### config.mk
export PLATFORM = sky130hd
export DESIGN_NAME = sihc_top
export DESIGN_NICKNAME = d
export VERILOG_FILES = /design/src/inc/sihc_pkg.sv /design/src/rtl/sihc_top.sv
export SDC_FILE = /design/constraint.sdc
export NUM_CORES = 1
export LEC_CHECK = 0
export BUFFER_PORTS_ARGS = -buffer_cell sky130_fd_sc_hd__buf_2
export CAP_MARGIN = 25
export CORE_AREA = 3 3 167 153
export CTS_CLUSTER_DIAMETER = 120
export CTS_CLUSTER_SIZE = 30
export DETAILED_ROUTE_END_ITERATION = 12
export DIE_AREA = 0 0 170 156
export PLACE_DENSITY_LB_ADDON = 0.15
export SLEW_MARGIN = 5
export SYNTH_ARGS = -nofsm -noshare
export SYNTH_HDL_FRONTEND = slang
export SYNTH_SLANG_ARGS = --single-unit
### constraint.sdc
create_clock -name sys_clk -period 3.6 [get_ports sys_clk]
set_input_delay 0.36 -clock sys_clk [delete_from_list [all_inputs] [get_ports sys_clk]]
set_output_delay 0.36 -clock sys_clk [all_outputs]
set_load 0.1 [all_outputs]
### src/inc/sihc_pkg.sv
package sihc_pkg;

  // ****************************************************************
  // Timing
  // ****************************************************************
  localparam int unsigned CLK_HZ           = 40_000_000;
  localparam int unsigned TICK_HZ          = 1000;
  localparam int unsigned TICK_CYCLES      = CLK_HZ / TICK_HZ;
  localparam int unsigned FLASH_HALF_MS    = 500;
  localparam int unsigned FLICKER_HALF_MS  = 50;
  localparam int unsigned BACKLIGHT_MIN    = 10;
  localparam int unsigned BACKLIGHT_MS     = BACKLIGHT_MIN * 60 * 1000;
  localparam int unsigned SELFTEST_MS      = 2000;
  localparam int unsigned SPLASH_MS        = 1500;
  localparam int unsigned VERSION_MS       = 1500;

  // ****************************************************************
  // Temperature thresholds, signed tenths of a degree
  // ****************************************************************
  localparam logic signed [11:0] TEMP_RELEASE   = 12'sd150;
  localparam logic signed [11:0] HOUSING_OFF    = 12'sd180;
  localparam logic signed [11:0] HOUSING_ON     = 12'sd150;
  localparam logic signed [11:0] COVER_OFF      = 12'sd250;
  localparam logic signed [11:0] COVER_HYST     = 12'sd30;
  localparam logic signed [11:0] COVER_ON       = COVER_OFF - COVER_HYST;

  // ****************************************************************
  // Lamp colours and display pages
  // ****************************************************************
  typedef enum logic [1:0] {LAMP_OFF, LAMP_GREEN, LAMP_RED, LAMP_ORANGE} sihc_color_t;
  typedef enum logic [1:0] {PORT_OFF, PORT_GREEN, PORT_YELLOW} sihc_port_t;
  typedef enum logic [2:0] {
    PG_SPLASH, PG_VERSION_START, PG_POSITION, PG_QUALITY, PG_DEVICE_STATUS,
    PG_IO_STATUS, PG_DEVICE_NAME, PG_VERSION
  } sihc_page_t;
  typedef enum logic [1:0] {ST_OK, ST_WARNING, ST_ERROR} sihc_status_t;

  localparam int unsigned NAME_MAX_CHARS = 240;
  localparam logic [7:0]  DEC_POINT      = 8'h2e;
  localparam logic [6:0]  QUALITY_MAX    = 7'h64;
  localparam logic [7:0]  SW_VERSION     = 8'h13; // Arbitrary value
  localparam logic [3:0]  HW_VERSION     = 4'h1;  // Arbitrary value

endpackage

### src/rtl/sihc_top.sv
`timescale 1ns/1ps

// Behaviour
// - Heated unit: only heaters powered until inside exceeds release temperature.
// - After supply: self test, then read operation; power lamp shows readiness.
// - Housing heater off at upper threshold, on below lower; reading continues.
// - Cover heater off at its upper threshold, on three degrees lower.
// - Power lamp flashes green initialising, steady green when measuring.
// - Power lamp flashes red while a warning is set.
// - Power lamp steady red on device error; error is logged.
// - Locate active: power and bus lamps flash orange.
// - Service mode: power lamp steady orange, no host data, USB configuration.
// - Bus lamp flashes green while waiting for host communication.
// - Bus lamp steady green while data exchange is active.
// - Bus lamp flashes red on failed configuration; off without supply.
// - Port lamps green on link, flicker yellow during traffic.
// - Any button press lights backlight; it goes off after timeout.
// - Two-line display: function name on top, function data below.
// - Position signed in millimetres with point; quality in percent.
// - Status OK, warning or error; switch lines shown as direction and state.
// - Device name page scrolls bounded text; version page shows versions.
// - Quality page selected while measurement stopped switches laser on.
// - Enter toggles page-shift mode, down steps pages.
// - Settings and name are loaded from hood memory into the unit.
// - Two switching lines, each configurable as input or output.
// - Shift mode flashes display; down advances pages; enter fixes page.
// - Start-up screen, then version, then position page.
module sihc_top
  import sihc_pkg::*;
#(
  parameter int unsigned BACKLIGHT_TICKS = BACKLIGHT_MS,
  parameter int unsigned SELFTEST_TICKS  = SELFTEST_MS
)
(
  input  wire logic               sys_clk,
  input  wire logic               rst_n,
  input  wire logic               heated_model,
  input  wire logic signed [11:0] inside_temp,
  input  wire logic               selftest_pass,
  input  wire logic               warning_set,
  input  wire logic               device_error,
  input  wire logic [7:0]         error_code,
  input  wire logic               locate_active,
  input  wire logic               service_mode,
  input  wire logic               bus_waiting,
  input  wire logic               bus_exchange,
  input  wire logic               bus_config_fail,
  input  wire logic [1:0]         port_link,
  input  wire logic [1:0]         port_activity,
  input  wire logic               btn_enter_n,
  input  wire logic               btn_down_n,
  input  wire logic               measure_stopped,
  input  wire logic signed [23:0] position_tenth_mm,
  input  wire logic [6:0]         read_quality,
  input  wire logic [1:0]         switch_dir_cfg,
  input  wire logic [1:0]         switch_out_val,
  input  wire logic [1:0]         switch_pin_in,
  input  wire logic               hood_mem_valid,
  input  wire logic [7:0]         hood_name_len,
  output logic                    housing_heater_en,
  output logic                    cover_heater_en,
  output logic                    electronics_supply_en,
  output logic                    read_active,
  output sihc_color_t             power_status_lamp,
  output sihc_color_t             bus_status_lamp,
  output sihc_port_t              port0_link_activity_lamp,
  output sihc_port_t              port1_link_activity_lamp,
  output logic                    backlight_on,
  output sihc_page_t              display_page,
  output logic                    display_visible,
  output logic                    laser_force_on,
  output logic                    host_data_en,
  output logic                    usb_config_en,
  output logic                    log_write,
  output logic [7:0]              log_code,
  output logic                    position_negative,
  output logic [23:0]             position_magnitude,
  output logic [7:0]              decimal_char,
  output logic [6:0]              quality_percent,
  output sihc_status_t            device_status,
  output logic [1:0]              switch_line_oe,
  output logic [1:0]              switch_line_out,
  output logic [1:0]              switch_line_in,
  output logic                    params_loaded,
  output logic [7:0]              ticker_len,
  output logic [7:0]              version_sw,
  output logic [3:0]              version_hw
);

  // ****************************************************************
  // Input synchronisers
  // ****************************************************************
  localparam int unsigned NSYNC = 6;
  logic [NSYNC-1:0] sync1_r;
  logic [NSYNC-1:0] sync2_r;
  wire  [NSYNC-1:0] sync_in = {btn_enter_n, btn_down_n, switch_pin_in, port_activity};

  // Pins from the outside world; only the second stage is read by logic
  always_ff @(posedge sys_clk or negedge rst_n)
  begin
    if (!rst_n)
    begin
      sync1_r <= '1;
      sync2_r <= '1;
    end
    else
    begin
      sync1_r <= sync_in;
      sync2_r <= sync1_r;
    end
  end

  wire       enter_n_s = sync2_r[5];
  wire       down_n_s  = sync2_r[4];
  wire [1:0] pin_in_s  = sync2_r[3:2];
  wire [1:0] act_s     = sync2_r[1:0];

  // ****************************************************************
  // Millisecond tick and blink phases
  // ****************************************************************
  logic [15:0] tick_cnt_r;
  logic [9:0]  flash_cnt_r;
  logic [6:0]  flick_cnt_r;
  logic        flash_ph_r;
  logic        flick_ph_r;
  wire         tick = (tick_cnt_r == 16'(TICK_CYCLES - 1));

  // One shared flash phase keeps the power and bus lamps in step; port lamps use the flicker phase
  always_ff @(posedge sys_clk or negedge rst_n)
  begin
    if (!rst_n)
    begin
      tick_cnt_r  <= 16'h0000;
      flash_cnt_r <= 10'h000;
      flick_cnt_r <= 7'h00;
      flash_ph_r  <= 1'b0;
      flick_ph_r  <= 1'b0;
    end
    else
    begin
      tick_cnt_r <= tick ? 16'h0000 : tick_cnt_r + 16'h0001;
      if (tick)
      begin
        flash_cnt_r <= (flash_cnt_r == 10'(FLASH_HALF_MS - 1)) ? 10'h000 : flash_cnt_r + 10'h001;
        flick_cnt_r <= (flick_cnt_r == 7'(FLICKER_HALF_MS - 1)) ? 7'h00 : flick_cnt_r + 7'h01;
        if (flash_cnt_r == 10'(FLASH_HALF_MS - 1))
          flash_ph_r <= ~flash_ph_r;
        if (flick_cnt_r == 7'(FLICKER_HALF_MS - 1))
          flick_ph_r <= ~flick_ph_r;
      end
    end
  end

  // ****************************************************************
  // Heater sequencing
  // ****************************************************************
  wire above_release = inside_temp > TEMP_RELEASE;
  wire housing_off   = inside_temp >= HOUSING_OFF;
  wire housing_on    = inside_temp < HOUSING_ON;
  wire cover_off     = inside_temp >= COVER_OFF;
  wire cover_on      = inside_temp < COVER_ON;

  // Hysteresis keeps the heaters from chattering around a single threshold
  always_ff @(posedge sys_clk or negedge rst_n)
  begin
    if (!rst_n)
    begin
      housing_heater_en     <= 1'b0;
      cover_heater_en       <= 1'b0;
      electronics_supply_en <= 1'b0;
    end
    else if (!heated_model)
    begin
      housing_heater_en     <= 1'b0;
      cover_heater_en       <= 1'b0;
      electronics_supply_en <= 1'b1;
    end
    else
    begin
      if (above_release)
        electronics_supply_en <= 1'b1;
      if (housing_off)
        housing_heater_en <= 1'b0;
      else if (housing_on)
        housing_heater_en <= 1'b1;
      if (cover_off)
        cover_heater_en <= 1'b0;
      else if (cover_on)
        cover_heater_en <= 1'b1;
    end
  end

  // ****************************************************************
  // Self test and parameter load
  // ****************************************************************
  logic [31:0] st_cnt_r;
  wire         st_done = st_cnt_r >= SELFTEST_TICKS;

  // Supply loss is not modelled: once released the supply latch holds
  always_ff @(posedge sys_clk or negedge rst_n)
  begin
    if (!rst_n)
    begin
      st_cnt_r      <= 32'h0;
      read_active   <= 1'b0;
      params_loaded <= 1'b0;
      ticker_len    <= 8'h00;
    end
    else if (electronics_supply_en)
    begin
      if (tick && !st_done)
        st_cnt_r <= st_cnt_r + 32'h1;
      if (hood_mem_valid && !params_loaded)
      begin
        params_loaded <= 1'b1;
        ticker_len    <= (hood_name_len > 8'(NAME_MAX_CHARS)) ? 8'(NAME_MAX_CHARS)
                                                               : hood_name_len;
      end
      if (st_done && selftest_pass)
        read_active <= 1'b1;
    end
  end

  // ****************************************************************
  // Status lamps
  // ****************************************************************
  sihc_color_t pwr_nxt;
  sihc_color_t bus_nxt;

  // Priority: service, locate, error, warning, initialising, running
  always_comb
  begin
    if (!electronics_supply_en)
      pwr_nxt = LAMP_OFF;
    else if (service_mode)
      pwr_nxt = LAMP_ORANGE;
    else if (locate_active)
      pwr_nxt = flash_ph_r ? LAMP_ORANGE : LAMP_OFF;
    else if (device_error)
      pwr_nxt = LAMP_RED;
    else if (warning_set)
      pwr_nxt = flash_ph_r ? LAMP_RED : LAMP_OFF;
    else if (!read_active)
      pwr_nxt = flash_ph_r ? LAMP_GREEN : LAMP_OFF;
    else
      pwr_nxt = LAMP_GREEN;
  end

  // Bus lamp; a failed configuration overrides a stale waiting state
  always_comb
  begin
    if (!electronics_supply_en)
      bus_nxt = LAMP_OFF;
    else if (locate_active)
      bus_nxt = flash_ph_r ? LAMP_ORANGE : LAMP_OFF;
    else if (bus_config_fail)
      bus_nxt = flash_ph_r ? LAMP_RED : LAMP_OFF;
    else if (bus_exchange)
      bus_nxt = LAMP_GREEN;
    else if (bus_waiting)
      bus_nxt = flash_ph_r ? LAMP_GREEN : LAMP_OFF;
    else
      bus_nxt = LAMP_OFF;
  end

  sihc_port_t port_nxt [2];
  genvar gi;
  generate
    for (gi = 0; gi < 2; gi++)
    begin : g_port
      // Traffic flicker wins over the steady link colour
      assign port_nxt[gi] = !port_link[gi] ? PORT_OFF :
                            (act_s[gi] && flick_ph_r) ? PORT_YELLOW : PORT_GREEN;
    end
  endgenerate

  logic err_seen_r;

  // Lamp registers and the one-shot event log write per error episode
  always_ff @(posedge sys_clk or negedge rst_n)
  begin
    if (!rst_n)
    begin
      power_status_lamp        <= LAMP_OFF;
      bus_status_lamp          <= LAMP_OFF;
      port0_link_activity_lamp <= PORT_OFF;
      port1_link_activity_lamp <= PORT_OFF;
      err_seen_r               <= 1'b0;
      log_write                <= 1'b0;
      log_code                 <= 8'h00;
      host_data_en             <= 1'b0;
      usb_config_en            <= 1'b0;
    end
    else
    begin
      power_status_lamp        <= pwr_nxt;
      bus_status_lamp          <= bus_nxt;
      port0_link_activity_lamp <= port_nxt[0];
      port1_link_activity_lamp <= port_nxt[1];
      err_seen_r               <= device_error;
      log_write                <= device_error && !err_seen_r;
      if (device_error && !err_seen_r)
        log_code <= error_code;
      host_data_en             <= read_active && !service_mode;
      usb_config_en            <= service_mode;
    end
  end

  // ****************************************************************
  // Buttons, backlight and page menu
  // ****************************************************************
  logic        enter_d_r;
  logic        down_d_r;
  logic        shift_r;
  logic [31:0] bl_cnt_r;
  logic [31:0] boot_cnt_r;
  wire         enter_press = !enter_n_s && enter_d_r;
  wire         down_press  = !down_n_s && down_d_r;
  wire         any_press   = enter_press || down_press;
  wire         booting     = (display_page == PG_SPLASH) || (display_page == PG_VERSION_START);
  wire         boot_step   = tick && (boot_cnt_r == 32'(SPLASH_MS - 1));
  sihc_page_t  page_step;

  // Wraps from the version page back to position
  assign page_step = (display_page == PG_VERSION) ? PG_POSITION
                                                  : sihc_page_t'(display_page + 3'h1);

  // Boot screens ignore buttons for paging and shift mode so the start-up order is always seen; presses still light the backlight
  always_ff @(posedge sys_clk or negedge rst_n)
  begin
    if (!rst_n)
    begin
      enter_d_r       <= 1'b1;
      down_d_r        <= 1'b1;
      shift_r         <= 1'b0;
      bl_cnt_r        <= 32'h0;
      backlight_on    <= 1'b0;
      boot_cnt_r      <= 32'h0;
      display_page    <= PG_SPLASH;
      display_visible <= 1'b1;
      laser_force_on  <= 1'b0;
    end
    else
    begin
      enter_d_r <= enter_n_s;
      down_d_r  <= down_n_s;
      if (any_press)
      begin
        backlight_on <= 1'b1;
        bl_cnt_r     <= 32'h0;
      end
      else if (tick && backlight_on)
      begin
        bl_cnt_r <= bl_cnt_r + 32'h1;
        if (bl_cnt_r == BACKLIGHT_TICKS - 1)
          backlight_on <= 1'b0;
      end
      if (booting)
      begin
        if (tick)
          boot_cnt_r <= boot_step ? 32'h0 : boot_cnt_r + 32'h1;
        if (boot_step && read_active)
          display_page <= (display_page == PG_SPLASH) ? PG_VERSION_START
                                                      : PG_POSITION;
      end
      else
      begin
        if (enter_press)
          shift_r <= ~shift_r;
        else if (down_press && shift_r)
          display_page <= page_step;
      end
      display_visible <= !shift_r || flash_ph_r;
      laser_force_on  <= measure_stopped && (display_page == PG_QUALITY);
    end
  end

  // ****************************************************************
  // Page data: name on top comes from the page code, data below
  // ****************************************************************
  wire [23:0] pos_abs = position_tenth_mm[23] ? 24'(-position_tenth_mm)
                                              : position_tenth_mm;

  // Data lines feed the character generator of the two-line panel
  always_ff @(posedge sys_clk or negedge rst_n)
  begin
    if (!rst_n)
    begin
      position_negative  <= 1'b0;
      position_magnitude <= 24'h0;
      decimal_char       <= DEC_POINT;
      quality_percent    <= 7'h00;
      device_status      <= ST_OK;
      switch_line_oe     <= 2'b00;
      switch_line_out    <= 2'b00;
      switch_line_in     <= 2'b00;
      version_sw         <= SW_VERSION;
      version_hw         <= HW_VERSION;
    end
    else
    begin
      position_negative  <= position_tenth_mm[23];
      position_magnitude <= pos_abs;
      decimal_char       <= DEC_POINT;
      quality_percent    <= (read_quality > QUALITY_MAX) ? QUALITY_MAX : read_quality;
      device_status      <= device_error ? ST_ERROR :
                            warning_set ? ST_WARNING : ST_OK;
      switch_line_oe     <= switch_dir_cfg;
      switch_line_out    <= switch_out_val & switch_dir_cfg;
      switch_line_in     <= (pin_in_s & ~switch_dir_cfg)
                            | (switch_out_val & switch_dir_cfg);
      version_sw         <= SW_VERSION;
      version_hw         <= HW_VERSION;
    end
  end

endmodule // sihc_top

==> metrics.cfg, run 1 <==
[global_route]
grt_pass1_wl_mm=34.8
gr-total-overflow=0
grt_pass1_vias=6865
grt_max_degree=97
grt.total_usage_pct=15.7
antenna_found_initial=0

[floorplanning]
chipHeight_um=156
initial_core_util_pct=41.6
dieArea_sq_um=26500
pin_count=182
rows=54
coreArea_sq_um=24100
die_x_um=170

[critical_path]
critical_path_arrival_ns=2.92
cp-start-kind=input pin
cp_max_fo=4
max_stage_delay_ns=0.54
critPathCaptureType=flip-flop
path_class=in -> reg
cp.required_ns=3.99
crit_chain=dlygate4sd3_1, buf_2, inv_1, ha_1, or3b_2, nor4_1, nand3_1, o41ai_1, xnor2_1
cpMaxStageDelayCell=dlygate4sd3_1
ff2ff_setup_slack_ns=1.12

[logic_synthesis]
synth_common_cells=dfrtp_1 (209), nand2_1 (64), xnor2_1 (57)
yosysMostFrequentCell=dfrtp_1
synth_edf_count=0
synth_top_area_share_pct=52.2
ys.flop_type=dfrtp_1
synth_area_sq_um=10000
yosysWarnings=0
synth_top_area_cell=dfrtp_1
syn_area_per_cell_sq_um=11.0
synth_area_leaders=dfrtp_1 (52%), xnor2_1 (5.0%), dfstp_2 (3.9%)
synth_cell_type_count=61
ys_seq_elements=224
synthCells=911
yosysSeqAreaShare_pct=56.2
async_flop_share_pct=100

[routing]
drtPass1Iterations=6
vias=6946
drtIter0Drc=360
viasPerCell=5.08
drc=0
wl_per_cell_um=15.4
drt_wl_total_mm=21.1
final_antenna_net_count=0

[sta]
slew_violations=0
setup_ws_ns=1.08
finalSetupViolations=0
finClkSkew_ns=0.0293
fin_tns_setup_ns=0
worst_pin_slew_ns=0.954
fin_crit_ns=2.52
relSlewSlack_pct=36.4
max_freq_mhz=397
period_share_pct=70.0
hold_viol_final=0
grt_setup_unrepaired=false

[cells_and_area]
nNetsFinal=1151
regArea_sq_um=5620
diodes=0
final_cells=1368
utilization_pct=47.5
design_area_sq_um=11400
layout-drive-gt1-share_pct=22.5
synthToLayoutAreaGrowth_pct=14.1
multiInputGateArea_sq_um=4030
n_fill_cell=2273

[power_and_ir_drop]
intPower_w=0.00333
seqPwrFrac_pct=53.4
powerDensity_nw_per_um2=430
switching_share_pct=32.2
p_clk_share_pct=28.0
p_leak_nw=5.26
power_frac_comb_pct=18.6
p_switching_w=0.00158
peakVddDrop_mv=0.274

[run_status]
status=completed

[placed_design]
dpl_cell_area_sq_um=11000
portBuffers=161
dpl_worst_slack_ns=1.12
dpl.cell_count=1342
place_hpwl_mm=15.0
place.gp.congestion=0.840

[clocking]
cts-root-buf=clkbuf_16
cts_tree=built
cts_resized=0
cts_setup_buffers=0
cts_made_buffers=11
path_clk_slew_ns=0.11
cts.path.max_buffers=3
clock_latency_ns=0.47
clock-sinks=224
htreeDepth=1

[worst_hold_path]
hold_path_class=in -> reg

[run]
drv_cap=0

[placed cells by master, fill, tap and decap left out, types with 26 or more instances in the layout]
master / n
a21oi_1: 26
and3_1: 30
buf_2: 160
dfrtp_1: 209
nand2_1: 64
nand3_1: 37
nand4_1: 28
nor2_1: 51
o21ai_0: 42
xnor2_1: 57
xor2_1: 30
[cell type report]
cell class              instances  share of cell area [%]
clock inverters                 1                   0.142
multi-input cells             616                    35.3
flip-flops and latches        224                    49.2
clock buffers                  16                    2.57
inverters                      25                   0.821
well taps                     308                    3.37
repair buffers                178                    8.56
[power groups by stage]
stage | combinational, W | clock (W) | sequential (W)
floorplan | 0.000203 | 0 | 0.00317
global placement | 0.000912 | 0 | 0.00267
detailed placement | 0.000915 | 0 | 0.00267
CTS | 0.000923 | 0.00145 | 0.00262
global route | 0.000957 | 0.00153 | 0.00263
finish | 0.000914 | 0.00138 | 0.00262
[logic make-up after synthesis]
| logic type | synth area share (%) |
|---|---|
| xor+xnor | 7.61 |
| other cells | 0.0750 |
| simple gates | 20.6 |
| compound gates | 7.79 |
| flops | 56.2 |
| fa+ha+maj | 1.37 |
| mux | 2.12 |
| buf+inv | 4.21 |
[per-stage QoR]
| stage | power, W | hold WS (ns) |
|---|---|---|
| global placement | 0.00358 | 0.346 |
| floorplan | 0.00338 | 0.0644 |
| global route | 0.00512 | 0.00629 |
| CTS | 0.00500 | 0.00283 |
| finish | 0.00491 | 0.0226 |
| detailed placement | 0.00358 | 0.348 |
[layer usage]
layer	GRT usage [%]	part of all wire [%]	vias to the layer above
met5	0	0	-
met4	3.32	1.7	0
met3	3.85	6.1	27
met2	23.8	43	147
met1	23.0	49	3324
li1	-	-	3448
[sequential cells by signal (all words and copies together) (netlist names), 6 cells and up]
register and count:
flash_cnt_r 10, position_magnitude 24, ticker_len 8, st_cnt_r 32, sync2_r 6, flick_cnt_r 7
boot_cnt_r 32, log_code 8, sync1_r 6, quality_percent 7, bl_cnt_r 32, tick_cnt_r 16
[path summary, 6_finish.rpt]
kind	cells past startpoint	endpoint	start
max in group asynchronous	3	tick_cnt_r[8]	rst_n
max reg2reg	6	bl_cnt_r[25]	tick_cnt_r[7]
max	9	position_magnitude[20]	position_tenth_mm[0]
min in group asynchronous	2	bl_cnt_r[22]	rst_n
min reg2reg	0	sync2_r[0]	sync1_r[0]
min	1	switch_line_oe[0]	switch_dir_cfg[0]
[critical path, delay by kind of cell]
family	cells	cell delay, ns
fa+ha+maj	1	0.14
xor+xnor	1	0.16
compound gates	1	0.42
simple gates	3	1.12
buf+inv	3	0.72
[timing repair]
item | in CTS | in global routing
hold buffers | 9 | 0
endpoints found under the hold margin | 94 | 0
setup endpoints to repair | 0 | 0
(Power assumes the default switching activity.)
==> inputs of run 2 (changes only) <==
--- a/config.mk
+++ b/config.mk
@@ -5,13 +5,14 @@
 export SDC_FILE = /design/constraint.sdc
 export NUM_CORES = 1
 export LEC_CHECK = 0
+export ABC_AREA = 1
 export BUFFER_PORTS_ARGS = -buffer_cell sky130_fd_sc_hd__buf_2
 export CAP_MARGIN = 25
-export CORE_AREA = 3 3 167 153
+export CORE_AREA = 3 3 177 162
 export CTS_CLUSTER_DIAMETER = 120
 export CTS_CLUSTER_SIZE = 30
 export DETAILED_ROUTE_END_ITERATION = 12
-export DIE_AREA = 0 0 170 156
+export DIE_AREA = 0 0 180 165
 export PLACE_DENSITY_LB_ADDON = 0.15
 export SLEW_MARGIN = 5
 export SYNTH_ARGS = -nofsm -noshare
==> constraint.sdc (replaced) <==
create_clock -name sys_clk -period 2.34 [get_ports sys_clk]
set_input_delay 0.234 -clock sys_clk [delete_from_list [all_inputs] [get_ports sys_clk]]
set_output_delay 0.234 -clock sys_clk [all_outputs]
set_load 0.1 [all_outputs]
==> metrics.cfg, run 2 <==
[cells_and_area]
synthToLayoutAreaGrowth_pct=18.0  ; was 14.1%
top_regs=bl_cnt_r (32), boot_cnt_r (32), st_cnt_r (32)  ; unchanged
diodes=0  ; unchanged
design_area_sq_um=13300  ; was 11400 sq um
layout-drive-gt1-share_pct=15.0  ; was 22.5%
layout_commonest_cell=nand2_1  ; was dfrtp_1
nNetsFinal=1704  ; was 1151
n_fill_cell=2603  ; was 2273
most-common-layout-cells=nand2_1 (352), dfrtp_1 (209), inv_1 (171)  ; was dfrtp_1 (209), buf_2 (160), nand2_1 (64)

[floorplanning]
coreArea_sq_um=26900  ; was 24100 sq um
die_x_um=180  ; was 170 um
initial_core_util_pct=42.0  ; was 41.6%
dieArea_sq_um=29700  ; was 26500 sq um
rows=57  ; was 54
chipHeight_um=165  ; was 156 um
pin_count=182  ; unchanged

[logic_synthesis]
ys.flop_type=dfrtp_1  ; unchanged
yosysWarnings=0  ; unchanged
syn_area_per_cell_sq_um=8.04  ; was 11.0 sq um
async_flop_share_pct=100  ; unchanged
synth_cell_type_count=44  ; was 61
synth_top_area_share_pct=46.3  ; was 52.2%
synth_edf_count=0  ; unchanged
synth_area_leaders=dfrtp_1 (46%), nand2_1 (12%), inv_1 (5.7%)  ; was dfrtp_1 (52%), xnor2_1 (5.0%), dfstp_2 (3.9%)
synthCells=1404  ; was 911
synth_common_cells=nand2_1 (352), dfrtp_1 (209), inv_1 (171)  ; was dfrtp_1 (209), nand2_1 (64), xnor2_1 (57)
synth_top_area_cell=dfrtp_1  ; unchanged
ys_seq_elements=224  ; unchanged
yosysMostFrequentCell=nand2_1  ; was dfrtp_1
synth_area_sq_um=11300  ; was 10000 sq um
yosysSeqAreaShare_pct=49.8  ; was 56.2%

[clocking]
cts.path.max_buffers=3  ; unchanged
cts_setup_buffers=0  ; unchanged
htreeDepth=1  ; unchanged
path_clk_slew_ns=0.11  ; about the same
clock-sinks=224  ; unchanged
cts_tree=built  ; unchanged
clock_latency_ns=0.48  ; was 0.47 ns
ctsHoldBuffers=57  ; was 9
cts_resized=0  ; unchanged
cts-root-buf=clkbuf_16  ; unchanged
cts_made_buffers=11  ; unchanged

[critical_path]
critical_path_arrival_ns=2.30  ; was 2.92 ns
reg2regPathDepth=9  ; was 6
crit_chain=ha_1, nand3_2, clkinv_1, nand3_2, nor2_8, buf_4, nand3_1, nor2_1, xor2_1  ; was dlygate4sd3_1, buf_2, inv_1, ha_1, or3b_2, nor4_1, nand3_1, o41ai_1, xnor2_1
ff2ff_setup_slack_ns=0.43  ; was 1.12 ns
path_class=reg -> reg  ; was in -> reg
path_buf_inv=2  ; was 3
r2r_end=flick_cnt_r[6]  ; was bl_cnt_r[25]
cp_num_cells=9  ; unchanged
max_stage_delay_ns=0.39  ; was 0.54 ns
cp.required_ns=2.74  ; was 3.99 ns
critPathLaunch=tick_cnt_r[0]  ; was position_tenth_mm[0]
cpMostUsedCell=nand3_2
cpMaxStageDelayCell=dfrtp_1  ; was dlygate4sd3_1
cp-start-kind=flip-flop  ; was input pin
cp_max_fo=12  ; was 4
critPathCaptureType=flip-flop  ; unchanged
r2r-start=tick_cnt_r[0]  ; was tick_cnt_r[7]
path_delay_family=simple AND/OR/NAND/NOR gates  ; unchanged
crit_path_end=flick_cnt_r[6]  ; was position_magnitude[20]

[sta]
finalSetupViolations=0  ; unchanged
fin_crit_ns=1.91
setup_ws_ns=0.434  ; was 1.08 ns
max_freq_mhz=525
finClkSkew_ns=0.0202  ; was 0.0293 ns
hold_viol_final=0  ; unchanged
grt_setup_unrepaired=false  ; unchanged
period_share_pct=81.5
relSlewSlack_pct=66.1  ; was 36.4%
worst_pin_slew_ns=0.508  ; was 0.954 ns
fin_tns_setup_ns=0  ; unchanged
slew_violations=0  ; unchanged

[routing]
vias=9435  ; was 6946
viasPerCell=4.80  ; was 5.08
drc=0  ; unchanged
final_antenna_net_count=0  ; unchanged
drtIter0Drc=643  ; was 360
drt_wl_total_mm=26.5  ; was 21.1 mm
wl_per_cell_um=13.5  ; was 15.4 um
drtPass1Iterations=5  ; was 6

[placed_design]
place.gp.congestion=0.893  ; was 0.840
portBuffers=161  ; unchanged
dpl_worst_slack_ns=0.439  ; was 1.12 ns
place_hpwl_mm=19.6  ; was 15.0 mm
dpl_cell_area_sq_um=12400  ; was 11000 sq um

[run_status]
status=completed  ; unchanged

[power_and_ir_drop]
powerDensity_nw_per_um2=557  ; was 430 nW/um^2
p_leak_nw=6.55  ; was 5.26 nW
peakVddDrop_mv=0.421  ; was 0.274 mV

[global_route]
grt.total_usage_pct=17.9  ; was 15.7%
grt_pass1_vias=9137  ; was 6865
gr-total-overflow=0  ; unchanged
grt_pass1_wl_mm=45.0  ; was 34.8 mm
grt_max_degree=63  ; was 97
antenna_found_initial=0  ; unchanged

[worst_hold_path]
hold_path_class=in -> reg  ; unchanged

[run]
drv_cap=0  ; unchanged

==> run 2: cell types whose count changed after synthesis, sizes merged, moves of 16 or more <==
cell,change
or4,-16
nor2,+115
nor4,-20
or3,-17
mux2,-18
nand3,+63
and3,-29
nand2,+293
o21ai,+36
xnor2,-37
nor3,+31
inv,+149
nand4,+23
xor2,+19
==> run 2: cell families after synthesis <==
| group | after synthesis | synth area share, % |
|---|---|---|
| DFF | 224 | 49.8 |
| and+or+nand+nor | 741 | 28.6 |
| xor gates and xnor gates | 69 | 5.35 |
| other | 2 | 0.0665 |
| adders and majority gates | 11 | 1.22 |
| AOI/OAI and AO/OA | 115 | 5.75 |
| buffers and inverters | 242 | 9.20 |
==> run 2: final cells by class <==
class	instances	area, sq um	area share (%)
Clock buffer	15	290	2.18
Clock inverter	2	17.5	0.131
Inverter	177	671	5.03
Multi-Input combinational cell	956	4700	35.3
Sequential cell	224	5620	42.2
Tap cell	354	443	3.32
Timing Repair Buffer	239	1580	11.9
==> run 2: metrics by stage <==
step,power [W],utilization [%],cells,hold WS (ns)
after CTS,0.00755,49.6,1967,0.00787
final,0.00743,49.6,1967,0.0235
after global routing,0.00775,49.6,1967,0.0175
after global placement,0.00529,46.3,1893,0.223
after detailed placement,0.00530,46.3,1893,0.233
after floorplan,0.00500,-,1422,-0.0616
==> run 2: routing by layer <==
metal,up-vias,global-route usage (%),part of all wire (%)
met1,4358,25.9,49
met3,36,2.73,5.3
li1,4812,-,-
met2,229,28.5,44
met5,-,0,0
met4,0,4.36,2.0
==> run 2: power breakdown <==
part / internal (W) / leakage [nW] / switching (W)
logic: 0.000244 / 3.47 / 0.00104
registers: 0.00397 / 2.93 / 0.0000326
clock network: 0.000900 / 0.149 / 0.00124
total: 0.00512 / 6.55 / 0.00231
==> run 2: worst reg2reg max path, delay by kind of cell, from the launching register on <==
kind,cells,cell delay (ns)
xor gates and xnor gates,1,0.16
adders and majority gates,1,0.21
buffers and inverters,2,0.32
DFF,1,0.39
and+or+nand+nor,5,0.76
==> run 2: worst min-delay path by stage <==
| stage | from | end | slack (ns) | depth (start not counted) |
|---|---|---|---|---|
| 2_1_floorplan | rst_n | backlight_on | -0.06 | 0 |
| 3_3_place_gp | rst_n | st_cnt_r[13] | 0.22 | 1 |
| 3_5_place_dp | rst_n | st_cnt_r[14] | 0.23 | 1 |
| 4_1_cts | position_tenth_mm[19] | position_magnitude[19] | 0.008 | 3 |
| 5_1_grt | position_tenth_mm[2] | position_magnitude[2] | 0.02 | 3 |
| 6_report | position_tenth_mm[2] | position_magnitude[2] | 0.02 | 3 |
